==> src/hw/epg_pkg.sv <==
// package of pin timing constants plus the three-stage pin input synchroniser
`default_nettype none

package epg_pkg;
	localparam int unsigned CLK_PERIOD_PS = 8000;
	// pulse and setup times as specified, in ns
	localparam int unsigned T_PW_NS       = 1000000;
	localparam int unsigned T_PW_MIN_NS   = 950000;
	localparam int unsigned T_PW_MAX_NS   = 1050000;
	localparam int unsigned T_OPW_UNIT_NS = 3000000;
	localparam int unsigned T_OPW_MIN_NS  = 2850000;
	localparam int unsigned T_OPW_MAX_NS  = 78750000;
	localparam int unsigned T_SETUP_NS    = 2000;
	localparam int unsigned T_OE_NS       = 150;
	localparam int unsigned T_FLOAT_NS    = 130;
	// least times round up, longest round down
	localparam int unsigned PW_CYC       = (T_PW_NS * 1000 + CLK_PERIOD_PS - 1) / CLK_PERIOD_PS;
	localparam int unsigned PW_MIN_CYC   = (T_PW_MIN_NS * 1000 + CLK_PERIOD_PS - 1) / CLK_PERIOD_PS;
	localparam int unsigned PW_MAX_CYC   = (T_PW_MAX_NS * 1000) / CLK_PERIOD_PS;
	localparam int unsigned OPW_UNIT_CYC = (T_OPW_UNIT_NS * 1000 + CLK_PERIOD_PS - 1) / CLK_PERIOD_PS;
	localparam int unsigned OPW_MIN_CYC  = (T_OPW_MIN_NS * 1000 + CLK_PERIOD_PS - 1) / CLK_PERIOD_PS;
	// ns times 1000 would overflow 32 bits here, so divide by the period in ns instead
	localparam int unsigned OPW_MAX_CYC  = T_OPW_MAX_NS / (CLK_PERIOD_PS / 1000);
	localparam int unsigned SETUP_CYC    = (T_SETUP_NS * 1000 + CLK_PERIOD_PS - 1) / CLK_PERIOD_PS;
	localparam int unsigned FLOAT_CYC    = (T_FLOAT_NS * 1000 + CLK_PERIOD_PS - 1) / CLK_PERIOD_PS;
	localparam int unsigned SYNC_LAT     = 4;
	localparam int unsigned READ_CYC     =
		(T_OE_NS * 1000 + CLK_PERIOD_PS - 1) / CLK_PERIOD_PS + SYNC_LAT;
	localparam int unsigned MAX_PULSES   = 25;
	localparam int unsigned ADDR_W       = 15;
	localparam int unsigned DATA_W       = 8;
	localparam int unsigned ID_SEL_BIT   = 0;

	typedef enum logic [1:0] {
		EPG_OP_PROG = 2'h0,
		EPG_OP_READ = 2'h1,
		EPG_OP_ID   = 2'h2
	} epg_op_t;
endpackage

// pin synchroniser: three flops and an output flop, a bit changes once stages two and three agree
module epg_sync #(
	parameter int unsigned W = 8
) (
	// clocking
	input  wire logic         core_clk,
	input  wire logic         rst,
	input  wire logic         clkEn,
	// pins and result
	input  wire logic [W-1:0] pinIn,
	output logic      [W-1:0] pinOut
);
	logic [W-1:0] s1_q;
	logic [W-1:0] s2_q;
	logic [W-1:0] s3_q;

	always_ff @(posedge core_clk or posedge rst) begin
		if (rst) begin
			s1_q <= '0;
			s2_q <= '0;
			s3_q <= '0;
		end else if (clkEn) begin
			s1_q <= pinIn;
			s2_q <= s1_q;
			s3_q <= s2_q;
		end
	end

	for (genvar i = 0; i < W; i++) begin : g_bit
		always_ff @(posedge core_clk or posedge rst) begin
			if (rst) begin
				pinOut[i] <= 1'b0;
			end else if (clkEn && (s2_q[i] == s3_q[i])) begin
				pinOut[i] <= s3_q[i];
			end
		end
	end
endmodule

`default_nettype wire

==> src/hw/epg_programmer.sv <==
// programmer controller driving an erasable read-only memory through its pins
// Behaviour
// (RULE1) erased cells read one; programming only clears selected bits to zero
// (RULE2) no electrical operation returns a zero bit to one
// (RULE3) programming needs raised supply and select low; all 8 data bits in parallel
// (RULE4) each initial pulse is select low for 1.0 ms, within 0.95 to 1.05 ms
// (RULE5) verify after every initial pulse; at most 25 initial pulses per byte
// (RULE6) after a good verify, one overprogram pulse of 3 ms times the pulse count
// (RULE7) overprogram pulse lies between 2.85 ms and 78.75 ms
// (RULE8) pulses and per-byte verifies run with core 6V and programming supply 12.5V
// (RULE9) final compare of every byte runs with both supplies at 5V
// (RULE10) a device with select high is not programmed
// (RULE11) standard verify: gate low, select high, programming supply raised
// (RULE12) with raised supply the device drives whenever the gate is low
// (RULE13) parallel devices on one bus verify at 6V supply in normal read mode
// (RULE14) identifier read: high voltage on address bit nine, other lines low but bit zero
// (RULE15) identifier byte 0 is the maker code, byte 1 the device code
// (RULE16) identifier bytes have odd parity, data_msb being the parity bit
// (RULE17) read drives data only with select and gate both low
// (RULE18) select high in read conditions means standby and floating outputs
// (RULE19) a byte failing after the last initial pulse stops programming and reports failure
// (RULE20) address and data change only while select is high
`default_nettype none

module epg_programmer #(
	parameter int unsigned INIT_PULSE_CYC = epg_pkg::PW_CYC,
	parameter int unsigned OVER_UNIT_CYC  = epg_pkg::OPW_UNIT_CYC,
	parameter int unsigned MAX_PULSES     = epg_pkg::MAX_PULSES
) (
	// clocking
	input  wire logic                         core_clk,
	input  wire logic                         rst,
	input  wire logic                         clkEn,
	// user command
	input  wire logic                         cmdValid,
	input  wire logic [1:0]                   cmdOp,
	input  wire logic [epg_pkg::ADDR_W-1:0]   cmdAddr,
	input  wire logic [epg_pkg::DATA_W-1:0]   cmdData,
	input  wire logic                         parMode,
	input  wire logic                         clearFail,
	output logic                              cmdReady,
	// user answer
	output logic                              rspValid,
	output logic                              rspOk,
	output logic      [epg_pkg::DATA_W-1:0]   rspData,
	output logic      [4:0]                   rspIter,
	output logic                              deviceFail,
	// device pins
	output logic      [epg_pkg::ADDR_W-1:0]   addrPin,
	input  wire logic [epg_pkg::DATA_W-1:0]   dataIn,
	output logic      [epg_pkg::DATA_W-1:0]   dataOut,
	output logic                              dataOe,
	output logic                              chipSelN,
	output logic                              outGateN,
	// supply switches: 12.5V programming supply, 6V core, high voltage on bit nine
	output logic                              vppProg,
	output logic                              vccProg,
	output logic                              addressBitNineHv
);
	typedef enum logic [6:0] {
		S_IDLE    = 7'h01,
		S_SETUP   = 7'h02,
		S_PULSE   = 7'h04,
		S_HOLD    = 7'h08,
		S_VERIFY  = 7'h10,
		S_READ    = 7'h20,
		S_RECOVER = 7'h40
	} epg_state_t;

	typedef epg_pkg::epg_op_t epg_op_t_w;

	epg_state_t                  state_q;
	epg_op_t_w                   op_q;
	logic [31:0]                 timer_q;
	logic [4:0]                  iter_q;
	logic                        passed_q;
	logic                        finish_q;
	logic                        setFail;
	logic [epg_pkg::DATA_W-1:0]  syncData;

	epg_sync #(
		.W (epg_pkg::DATA_W)
	) u_sync (
		.core_clk (core_clk),
		.rst      (rst),
		.clkEn    (clkEn),
		.pinIn    (dataIn),
		.pinOut   (syncData)
	);

	wire logic tDone = (timer_q == 32'h0000_0000);
	wire logic match = (syncData == dataOut);
	assign setFail = clkEn && (state_q == S_VERIFY) && tDone && !match
		&& (iter_q >= 5'(MAX_PULSES));

	function automatic logic [31:0] cyc(input int unsigned n);
		cyc = 32'(n - 1);
	endfunction

	// sticky failure: a new failure wins over a clear in the same cycle
	always_ff @(posedge core_clk or posedge rst) begin
		if (rst) begin
			deviceFail <= 1'b0;
		end else if (clkEn) begin
			if (setFail) begin
				deviceFail <= 1'b1; // RULE19
			end else if (clearFail) begin
				deviceFail <= 1'b0;
			end
		end
	end

	always_ff @(posedge core_clk or posedge rst) begin
		if (rst) begin
			state_q <= S_IDLE;
			op_q <= epg_pkg::EPG_OP_PROG;
			timer_q <= 32'h0000_0000;
			iter_q <= 5'h00;
			passed_q <= 1'b0;
			finish_q <= 1'b0;
			cmdReady <= 1'b0;
			rspValid <= 1'b0;
			rspOk <= 1'b0;
			rspData <= 8'h00;
			rspIter <= 5'h00;
			addrPin <= '0;
			dataOut <= 8'h00;
			dataOe <= 1'b0;
			chipSelN <= 1'b1;
			outGateN <= 1'b1;
			vppProg <= 1'b0;
			vccProg <= 1'b0;
			addressBitNineHv <= 1'b0;
		end else if (clkEn) begin
			rspValid <= 1'b0;
			if (!tDone) begin
				timer_q <= timer_q - 32'h0000_0001;
			end
			case (state_q)
				S_IDLE: begin
					cmdReady <= 1'b1;
					if (cmdValid && cmdReady) begin
						cmdReady <= 1'b0;
						op_q <= epg_op_t_w'(cmdOp);
						iter_q <= 5'h00;
						passed_q <= 1'b0;
						finish_q <= 1'b0;
						timer_q <= cyc(epg_pkg::SETUP_CYC);
						state_q <= S_SETUP;
						// address and data settle while select is still high
						addrPin <= cmdAddr; // RULE20
						dataOut <= cmdData;
						if (epg_op_t_w'(cmdOp) == epg_pkg::EPG_OP_PROG) begin
							if (deviceFail) begin
								// refused: the device already failed
								rspValid <= 1'b1; // RULE19
								rspOk <= 1'b0;
								rspIter <= 5'h00;
								cmdReady <= 1'b1;
								state_q <= S_IDLE;
							end else begin
								dataOe <= 1'b1; // RULE3
								vppProg <= 1'b1; // RULE8
								vccProg <= 1'b1;
							end
						end else if (epg_op_t_w'(cmdOp) == epg_pkg::EPG_OP_ID) begin
							addrPin <= '0; // RULE14
							addrPin[epg_pkg::ID_SEL_BIT] <= cmdAddr[epg_pkg::ID_SEL_BIT];
							addressBitNineHv <= 1'b1;
						end else begin
							// final compare at 5V, or 6V core for shared-bus parallel verify
							vccProg <= parMode; // RULE9 RULE13
						end
					end
				end
				S_SETUP: begin
					if (tDone) begin
						chipSelN <= 1'b0;
						if (op_q != epg_pkg::EPG_OP_PROG) begin
							outGateN <= 1'b0; // RULE17
							timer_q <= cyc(epg_pkg::READ_CYC);
							state_q <= S_READ;
						end else if (passed_q) begin
							timer_q <= 32'(OVER_UNIT_CYC * iter_q) - 32'h0000_0001; // RULE6 RULE7
							state_q <= S_PULSE;
						end else begin
							timer_q <= cyc(INIT_PULSE_CYC); // RULE4
							iter_q <= iter_q + 5'h01; // RULE5
							state_q <= S_PULSE;
						end
					end
				end
				S_PULSE: begin
					if (tDone) begin
						chipSelN <= 1'b1;
						timer_q <= cyc(epg_pkg::SETUP_CYC);
						state_q <= S_HOLD;
					end
				end
				S_HOLD: begin
					// data hold after the pulse, then the gate setup before verify
					if (tDone) begin
						dataOe <= 1'b0;
						if (passed_q) begin
							vppProg <= 1'b0;
							vccProg <= 1'b0;
							rspValid <= 1'b1;
							rspOk <= 1'b1;
							rspIter <= iter_q;
							cmdReady <= 1'b1;
							state_q <= S_IDLE;
						end else begin
							outGateN <= 1'b0; // RULE11
							timer_q <= cyc(epg_pkg::READ_CYC);
							state_q <= S_VERIFY;
						end
					end
				end
				S_VERIFY: begin
					if (tDone) begin
						outGateN <= 1'b1;
						passed_q <= match; // RULE5
						finish_q <= !match && (iter_q >= 5'(MAX_PULSES)); // RULE19
						rspData <= syncData;
						timer_q <= cyc(epg_pkg::FLOAT_CYC);
						state_q <= S_RECOVER;
					end
				end
				S_READ: begin
					if (tDone) begin
						rspData <= syncData;
						outGateN <= 1'b1;
						chipSelN <= 1'b1; // RULE18
						finish_q <= 1'b1;
						timer_q <= cyc(epg_pkg::FLOAT_CYC);
						state_q <= S_RECOVER;
					end
				end
				S_RECOVER: begin
					// device outputs float before data is driven again
					if (tDone) begin
						if (finish_q) begin
							vppProg <= 1'b0;
							vccProg <= 1'b0;
							addressBitNineHv <= 1'b0;
							rspValid <= 1'b1;
							rspIter <= iter_q;
							if (op_q == epg_pkg::EPG_OP_ID) begin
								rspOk <= ^rspData; // RULE15 RULE16
							end else if (op_q != epg_pkg::EPG_OP_PROG) begin
								// the unused op code runs as a plain read and compare
								rspOk <= (rspData == dataOut);
							end else begin
								rspOk <= 1'b0;
							end
							cmdReady <= 1'b1;
							state_q <= S_IDLE;
						end else begin
							dataOe <= 1'b1;
							timer_q <= cyc(epg_pkg::SETUP_CYC);
							state_q <= S_SETUP;
						end
					end
				end
				default: begin
					state_q <= S_IDLE;
				end
			endcase
		end
	end

	// helper: length of the current select-low stretch in enabled cycles
	logic [31:0] lowCnt;
	always_ff @(posedge core_clk or posedge rst) begin
		if (rst) begin
			lowCnt <= 32'h0000_0000;
		end else if (clkEn) begin
			lowCnt <= chipSelN ? 32'h0000_0000 : lowCnt + 32'h0000_0001;
		end
	end

	property p_pulseWidth;
		@(posedge core_clk) disable iff (rst)
		$rose(chipSelN) && vppProg && !passed_q && (INIT_PULSE_CYC == epg_pkg::PW_CYC)
			|-> lowCnt >= epg_pkg::PW_MIN_CYC && lowCnt <= epg_pkg::PW_MAX_CYC;
	endproperty
	a_pulseWidth: assert property (p_pulseWidth) else $error("initial pulse width out of range"); // RULE4

	property p_overWidth;
		@(posedge core_clk) disable iff (rst)
		$rose(chipSelN) && vppProg && passed_q
			|-> lowCnt == OVER_UNIT_CYC * iter_q;
	endproperty
	a_overWidth: assert property (p_overWidth) else $error("overprogram width not 3 ms per pulse"); // RULE6

	property p_overRange;
		@(posedge core_clk) disable iff (rst)
		$rose(chipSelN) && vppProg && passed_q && (OVER_UNIT_CYC == epg_pkg::OPW_UNIT_CYC)
			|-> lowCnt >= epg_pkg::OPW_MIN_CYC && lowCnt <= epg_pkg::OPW_MAX_CYC;
	endproperty
	a_overRange: assert property (p_overRange) else $error("overprogram pulse out of range"); // RULE7

	property p_iterMax;
		@(posedge core_clk) disable iff (rst)
		iter_q <= 5'(MAX_PULSES);
	endproperty
	a_iterMax: assert property (p_iterMax) else $error("too many initial pulses"); // RULE5

	property p_progSupply;
		@(posedge core_clk) disable iff (rst)
		(!chipSelN && dataOe) |-> (vppProg && vccProg && outGateN);
	endproperty
	a_progSupply: assert property (p_progSupply) else $error("pulse without program supplies"); // RULE8

	property p_stableUnderSelect;
		@(posedge core_clk) disable iff (rst)
		(!chipSelN && $past(!chipSelN)) |-> ($stable(addrPin) && $stable(dataOut));
	endproperty
	a_stableUnderSelect: assert property (p_stableUnderSelect) else $error("pins moved in pulse"); // RULE20

	property p_stdVerify;
		@(posedge core_clk) disable iff (rst)
		(vppProg && !outGateN) |-> (chipSelN && !dataOe && vccProg);
	endproperty
	a_stdVerify: assert property (p_stdVerify) else $error("verify not in standard form"); // RULE11

	property p_idAddr;
		@(posedge core_clk) disable iff (rst)
		addressBitNineHv |-> ((addrPin >> 1) == '0) && !vppProg;
	endproperty
	a_idAddr: assert property (p_idAddr) else $error("identifier read with address lines high"); // RULE14

	property p_failCause;
		@(posedge core_clk) disable iff (rst)
		$rose(deviceFail) |-> $past(iter_q) == 5'(MAX_PULSES);
	endproperty
	a_failCause: assert property (p_failCause) else $error("failure before last pulse"); // RULE19

	property p_readSupply;
		@(posedge core_clk) disable iff (rst)
		(state_q == S_READ) |-> (!vppProg && vccProg == $past(vccProg, 1)) ##1 !vppProg;
	endproperty
	a_readSupply: assert property (p_readSupply) else $error("read with programming supply"); // RULE9 RULE13

	c_prog:  cover property (@(posedge core_clk) disable iff (rst) rspValid && rspOk && vppProg == 1'b0
		&& op_q == epg_pkg::EPG_OP_PROG);
	c_fail:  cover property (@(posedge core_clk) disable iff (rst) $rose(deviceFail));
	c_id:    cover property (@(posedge core_clk) disable iff (rst) rspValid && op_q == epg_pkg::EPG_OP_ID);
	c_retry: cover property (@(posedge core_clk) disable iff (rst) iter_q == 5'h02 && state_q == S_VERIFY);
endmodule

`default_nettype wire

==> config.mk <==
export PLATFORM = sky130hd
export DESIGN_NAME = epg_programmer
export DESIGN_NICKNAME = d
export VERILOG_FILES = /design/src/hw/epg_pkg.sv /design/src/hw/epg_programmer.sv
export SDC_FILE = /design/constraint.sdc
export NUM_CORES = 1
export LEC_CHECK = 0
export BUFFER_PORTS_ARGS = -buffer_cell sky130_fd_sc_hd__buf_4
export CAP_MARGIN = 20
export CORE_MARGIN = 3
export CORE_UTILIZATION = 55
export CTS_BUF_LIST = sky130_fd_sc_hd__clkbuf_4 sky130_fd_sc_hd__clkbuf_8
export DETAILED_ROUTE_END_ITERATION = 6
export GPL_ROUTABILITY_DRIVEN = 0
export GPL_TIMING_DRIVEN = 0
export PLACE_DENSITY_LB_ADDON = 0.1
export SKIP_CTS_REPAIR_TIMING = 1
export SLEW_MARGIN = 20
export SYNTH_ARGS = -nofsm -noshare
export SYNTH_HDL_FRONTEND = slang
export SYNTH_SLANG_ARGS = --single-unit
==> constraint.sdc <==
create_clock -name core_clk -period 8.27 [get_ports core_clk]
set_input_delay 0.4135 -clock core_clk [delete_from_list [all_inputs] [get_ports core_clk]]
set_output_delay 0.4135 -clock core_clk [all_outputs]
set_load 0.03 [all_outputs]
# After elaboration in Yosys (flattened, before gate mapping)
# Index checks and enable logic that the tools add are counted.
# word_totals
ff_bits	126
input_bits	39
out_inout_bits	46
word_cells	217
# classes
add_sub_neg	3
mul	1
magnitude_cmp	1
n_eq_ne	42
muxes	95
n_reduce_logical	44
# ops
operator	count
32-bit 2-to-1 mux	11
32-bit one-hot mux with 6 select lines	1
5-bit 2-to-1 mux	12
1-bit 2-to-1 mux	45
7-bit 2-to-1 mux	6
7-bit one-hot mux with 6 select lines	1
2-bit != test (second input constant)	19
32-bit logical NOT	1
32-bit by 1-bit subtractor with 32-bit output (second input constant)	1
15-bit 2-to-1 mux	2
9-bit AND reduction	3
24-bit by 1-bit subtractor with 25-bit output (second input constant)	1
1-bit one-hot mux with 3 select lines	8
16-bit by 5-bit multiplier with 21-bit output (first input constant)	1
7-bit AND reduction	3
8-bit == test	2
5-bit one-hot mux with 3 select lines	1
1-bit logical AND	14
6-bit AND reduction	2
2-bit nonzero test	6
5-bit one-hot mux with 2 select lines	1
3-bit nonzero test	3
1-bit == test	8
4-bit AND reduction	2
other kinds (23)	32

# Longest topological paths before layout
# logic_depth
depth_word	7
ltp_mapped	18
mapped_depth_nobuf	17

# Modules after synthesis
# A second synthesis with hierarchy kept.
# hier_totals
hier_cells	975
hier_area_um2	8794.7
# by_module_without_submodules
module	instances	cells_each	area_per_inst_um2	seq_area_each_um2
epg_programmer	1	888	7498.4	2356.0
epg_sync	1	87	1296.2	800.8

# Worst setup path before layout
# No wires, ideal clock.
# synth_timing
path_kind	reg2reg
from	register iter_q[3]
to	register timer_q[23]
setup_ps	84
arrival_ps	4443
required_time_ps	8186
slack_ps	3743
path_stages_with_launch	19
path_buffers	1
synth_period_minus_slack_ps	4527
path_cell_list	dfrtp_1 -> inv_1 -> ha_1 -> inv_1 -> fa_1 -> inv_1 -> fa_1 -> inv_1 -> ha_1 -> clkbuf_1 -> nand2b_1 -> a2bb2oi_1 -> o221a_2 -> o311ai_0 -> nor2_1 -> nand4b_1 -> or4b_2 -> xnor2_1 -> o21ai_0
# synth_via
elab_chain_cells	6
# synth_rtl
item	line_no	source
start, declared	epg_programmer.sv:75	logic [4:0] iter_q;
start signal, assigned	epg_programmer.sv:188	iter_q <= iter_q + 5'h01;
16-bit by 5-bit multiplier with 21-bit output	epg_programmer.sv:184	timer_q <= 32'(OVER_UNIT_CYC * iter_q) - 32'h0000_0001;
24-bit by 1-bit subtractor with 25-bit output	epg_programmer.sv:184	
32-bit 2-to-1 mux	epg_programmer.sv:183	end else if (passed_q) begin
32-bit 2-to-1 mux	epg_programmer.sv:179	if (op_q != epg_pkg::EPG_OP_PROG) begin
32-bit 2-to-1 mux	epg_programmer.sv:177	if (tDone) begin
32-bit one-hot mux with 6 select lines	epg_programmer.sv:139	case (state_q)
end signal, assigned	epg_programmer.sv:181	timer_q <= cyc(epg_pkg::READ_CYC);
end signal, assigned	epg_programmer.sv:184	
end signal, assigned	epg_programmer.sv:187	timer_q <= cyc(INIT_PULSE_CYC);
end, declared	epg_programmer.sv:74	logic [31:0] timer_q;
# No other way between the ends.
# A chain may end at the register's enable or synchronous reset.

# Final worst setup path
# layout_timing
from	register iter_q[3]
to	register timer_q[25]
# Same word-level chain as after synthesis.

==> out/results.txt <==
Status - completed
Area Growth Syn to Fin - 15.7%
Max FO, Critical Path - 9
Switching part of the total - 45.9%
Clk sinks - 126
Mapped Area - 8610 µm²
Endpoints failing hold - 0
Top_reg_cell synth - dfrtp_1
Yosys warning count - 0
Worst IR Drop VDD - 351 µV
Clk Latency, worst-skew pair - 0.47 ns
CTS Buf Count - 17
Max-slew violation count - 0
Number of max-cap violations - 0
Clock root cell - clkbuf_8
Clk buf depth - 2
Gate power share - 53.4%
Pre-CTS setup slack - 2.89 ns
Hold path startpoint - cmdData[3]
Hpwl dp - 16900 µm
Synth top area cells - dfrtp_1 36%, ha_1 7.3%, o21ai_0 5.3%
Most used cell, CP - inv_1
Critical-path top delay cell - dfrtp_1
Clock power share - 17.9%
Die Area - 17200 µm²
Final Util - 65.3%
Die X - 131 µm
RSZ-0062 raised after global routing - no
Hold Crit Depth - 2
Hold Path Sink - dataOut[3]$_DFFE_PP0P_
Register area share after synthesis - 36.7%
P_sw - 1450 µW
Pwr dens - 317 nW/µm²
R2r startpoint - iter_q[3]$_DFFE_PP0P_
Largest net degree at the start of global routing - 67
Buffers & Inverters on Critical Path - 5
Share of layout cells above drive strength 1 - 16.8%
Yosys top cell area share - 35.8%
Antenna Nets Post-Route - 0
Ant diodes - 0
Pleak - 0.00452 µW
Vias per cell - 6.01
Final worst path period share - 66.9%
Buffers on Ports - 84
Layout Skew - 0.0136 ns
I/O Pins - 85
CTS tree - built
Core area - 15300 µm²
Worst r2r path cells - 18
DR pass1 iterations - 5
Hold Crit Class - in2reg
Reg power frac - 28.7%
Async S/R FF share, synth - 100%
DRC - 0
H-tree Lvls - 4
Internal power - 1710 µW
Worst R2R End - timer_q[25]$_DFFE_PP0P_
Detailed Route Iter0 Violations - 601
Crit end category - flop
Setup TNS - 0 ns
WL final - 22700 µm
Nets@finish - 1163
Cells after synthesis - 960
Setup crit start kind - flop
GRT Residual Overflow - 0
Final WS setup - 2.74 ns
Per-cell routed wire length - 17.6 µm
Netlist cell types - 77
Worst Max-Slew Pin Slew - 1.00 ns
CP top delay family - compound AO/OA/AOI/OAI gates
Final non-filler cell total - 1289
EDFF count, synth - 0
Clock-pin slew on the worst setup and hold paths - 0.08 ns
Die Y - 131 µm
FP Rows - 45
Worst R2R Setup Slack - 2.74 ns
Commonest cells in the netlist - 123 x dfrtp_1, 104 x nand2_1, 91 x o21ai_0
Final setup viols - 0
DR vias - 7743
CP peak stage delay - 0.55 ns
CP cell instances - inv_1, ha_1, inv_1, fa_1, inv_1, fa_1, inv_1, ha_1, clkbuf_1, a21oi_1, o21ai_0, or2_2, o21ba_2, a211oi_1, nand2_1, o31ai_2, or2_1, o311a_1
Seq cells post-synth - 126
Fin Hold WS - 0.171 ns
Worst path arrival time - 5.93 ns
Mapped Nets - 1058
GRT Total Usage - 27.0%
Initial antenna violation count - 0
Cell count after placement - 1256
Vias in the first global route - 7237
Worst Path Required - 8.67 ns
Avg Inst Size Synth - 8.97 µm²
Max-slew headroom at the worst pin - 32.5%
Tmin final - 5.53 ns
Wire length of the first global-routing pass - 36500 µm
Critical path type - reg2reg
Fmax - 181 MHz
Yosys top cell by area - dfrtp_1
Starting Density - 56.4%
Count leader, synth - dfrtp_1
metal layers:
layer  global-route usage, %  routed length [µm]
met5                       0                   0
met4                    9.50                 536
met3                    5.35                1600
met2                    42.9               10300
met1                    36.8               10300
sequential cells by signal, indices dropped and copies added (netlist names), 2 cells and up:
signal	flops
timer_q	32
addrPin	15
dataOut	8
rspData	8
u_sync.pinOut	8
u_sync.s1_q	8
u_sync.s2_q	8
u_sync.s3_q	8
state_q	7
iter_q	5
rspIter	5
op_q	2
cell usage in the layout (no fill, tap or decap), types with 26 or more instances in the layout:
cell type / Yosys / layout
a21oi_1: 54 / 54
ha_1: 50 / 50
nor4_1: 29 / 29
xor2_1: 26 / 26
nand3_1: 26 / 26
buf_4: 2 / 86
mux2_2: 29 / 29
nand2_1: 104 / 104
nor2_1: 56 / 56
xnor2_1: 33 / 33
o21ai_0: 91 / 91
dfrtp_1: 123 / 123
clkbuf_1: 33 / 33
inv_1: 45 / 44
through the flow:
stage	power (µW)	cell area [µm²]
after detailed placement	2590	9540
after global routing	3400	9960
after global placement	2550	9500
after floorplan	2130	8610
final	3160	9960
after CTS	3160	9950
layout make-up:
type,count,area [µm²]
multi-input combinational,746,5100
sequential,126,3160
inverter,45,176
tap,211,264
clock buffer,21,283
fill,1335,5300
buffer,43,180
timing repair buffer,86,668
clock inverter,11,130
cells by family (layout without fill, tap and decap cells):
family | after synthesis | after routing | share of synthesized area (%)
xor gates and xnor gates | 59 | 59 | 6.00
buffers and inverters | 88 | 206 | 4.06
and+or+nand+nor | 331 | 331 | 20.0
DFF | 126 | 126 | 36.7
AOI/OAI and AO/OA | 257 | 257 | 18.7
adders and majority gates | 59 | 59 | 9.36
muxes | 40 | 40 | 5.22
power by group through the flow:
| stage | registers (µW) | logic, µW | clock network (µW) |
|---|---|---|---|
| 6_report | 907 | 1690 | 566 |
| 5_1_grt | 931 | 1870 | 597 |
| 4_1_cts | 905 | 1680 | 571 |
| 3_5_place_dp | 916 | 1670 | 0 |
| 3_3_place_gp | 909 | 1640 | 0 |
| 2_1_floorplan | 1000 | 1130 | 0 |
worst max-delay path by stage:
stage / start / end / cells past startpoint
after floorplan: iter_q[3]$_DFFE_PP0P_ / timer_q[23]$_DFFE_PP0P_ / 18
after global placement: iter_q[3]$_DFFE_PP0P_ / timer_q[25]$_DFFE_PP0P_ / 18
after detailed placement: iter_q[3]$_DFFE_PP0P_ / timer_q[25]$_DFFE_PP0P_ / 18
after CTS: iter_q[3]$_DFFE_PP0P_ / timer_q[25]$_DFFE_PP0P_ / 18
after global routing: iter_q[3]$_DFFE_PP0P_ / timer_q[25]$_DFFE_PP0P_ / 18
final: iter_q[3]$_DFFE_PP0P_ / timer_q[25]$_DFFE_PP0P_ / 18
Power figures use the tool's default switching activity.
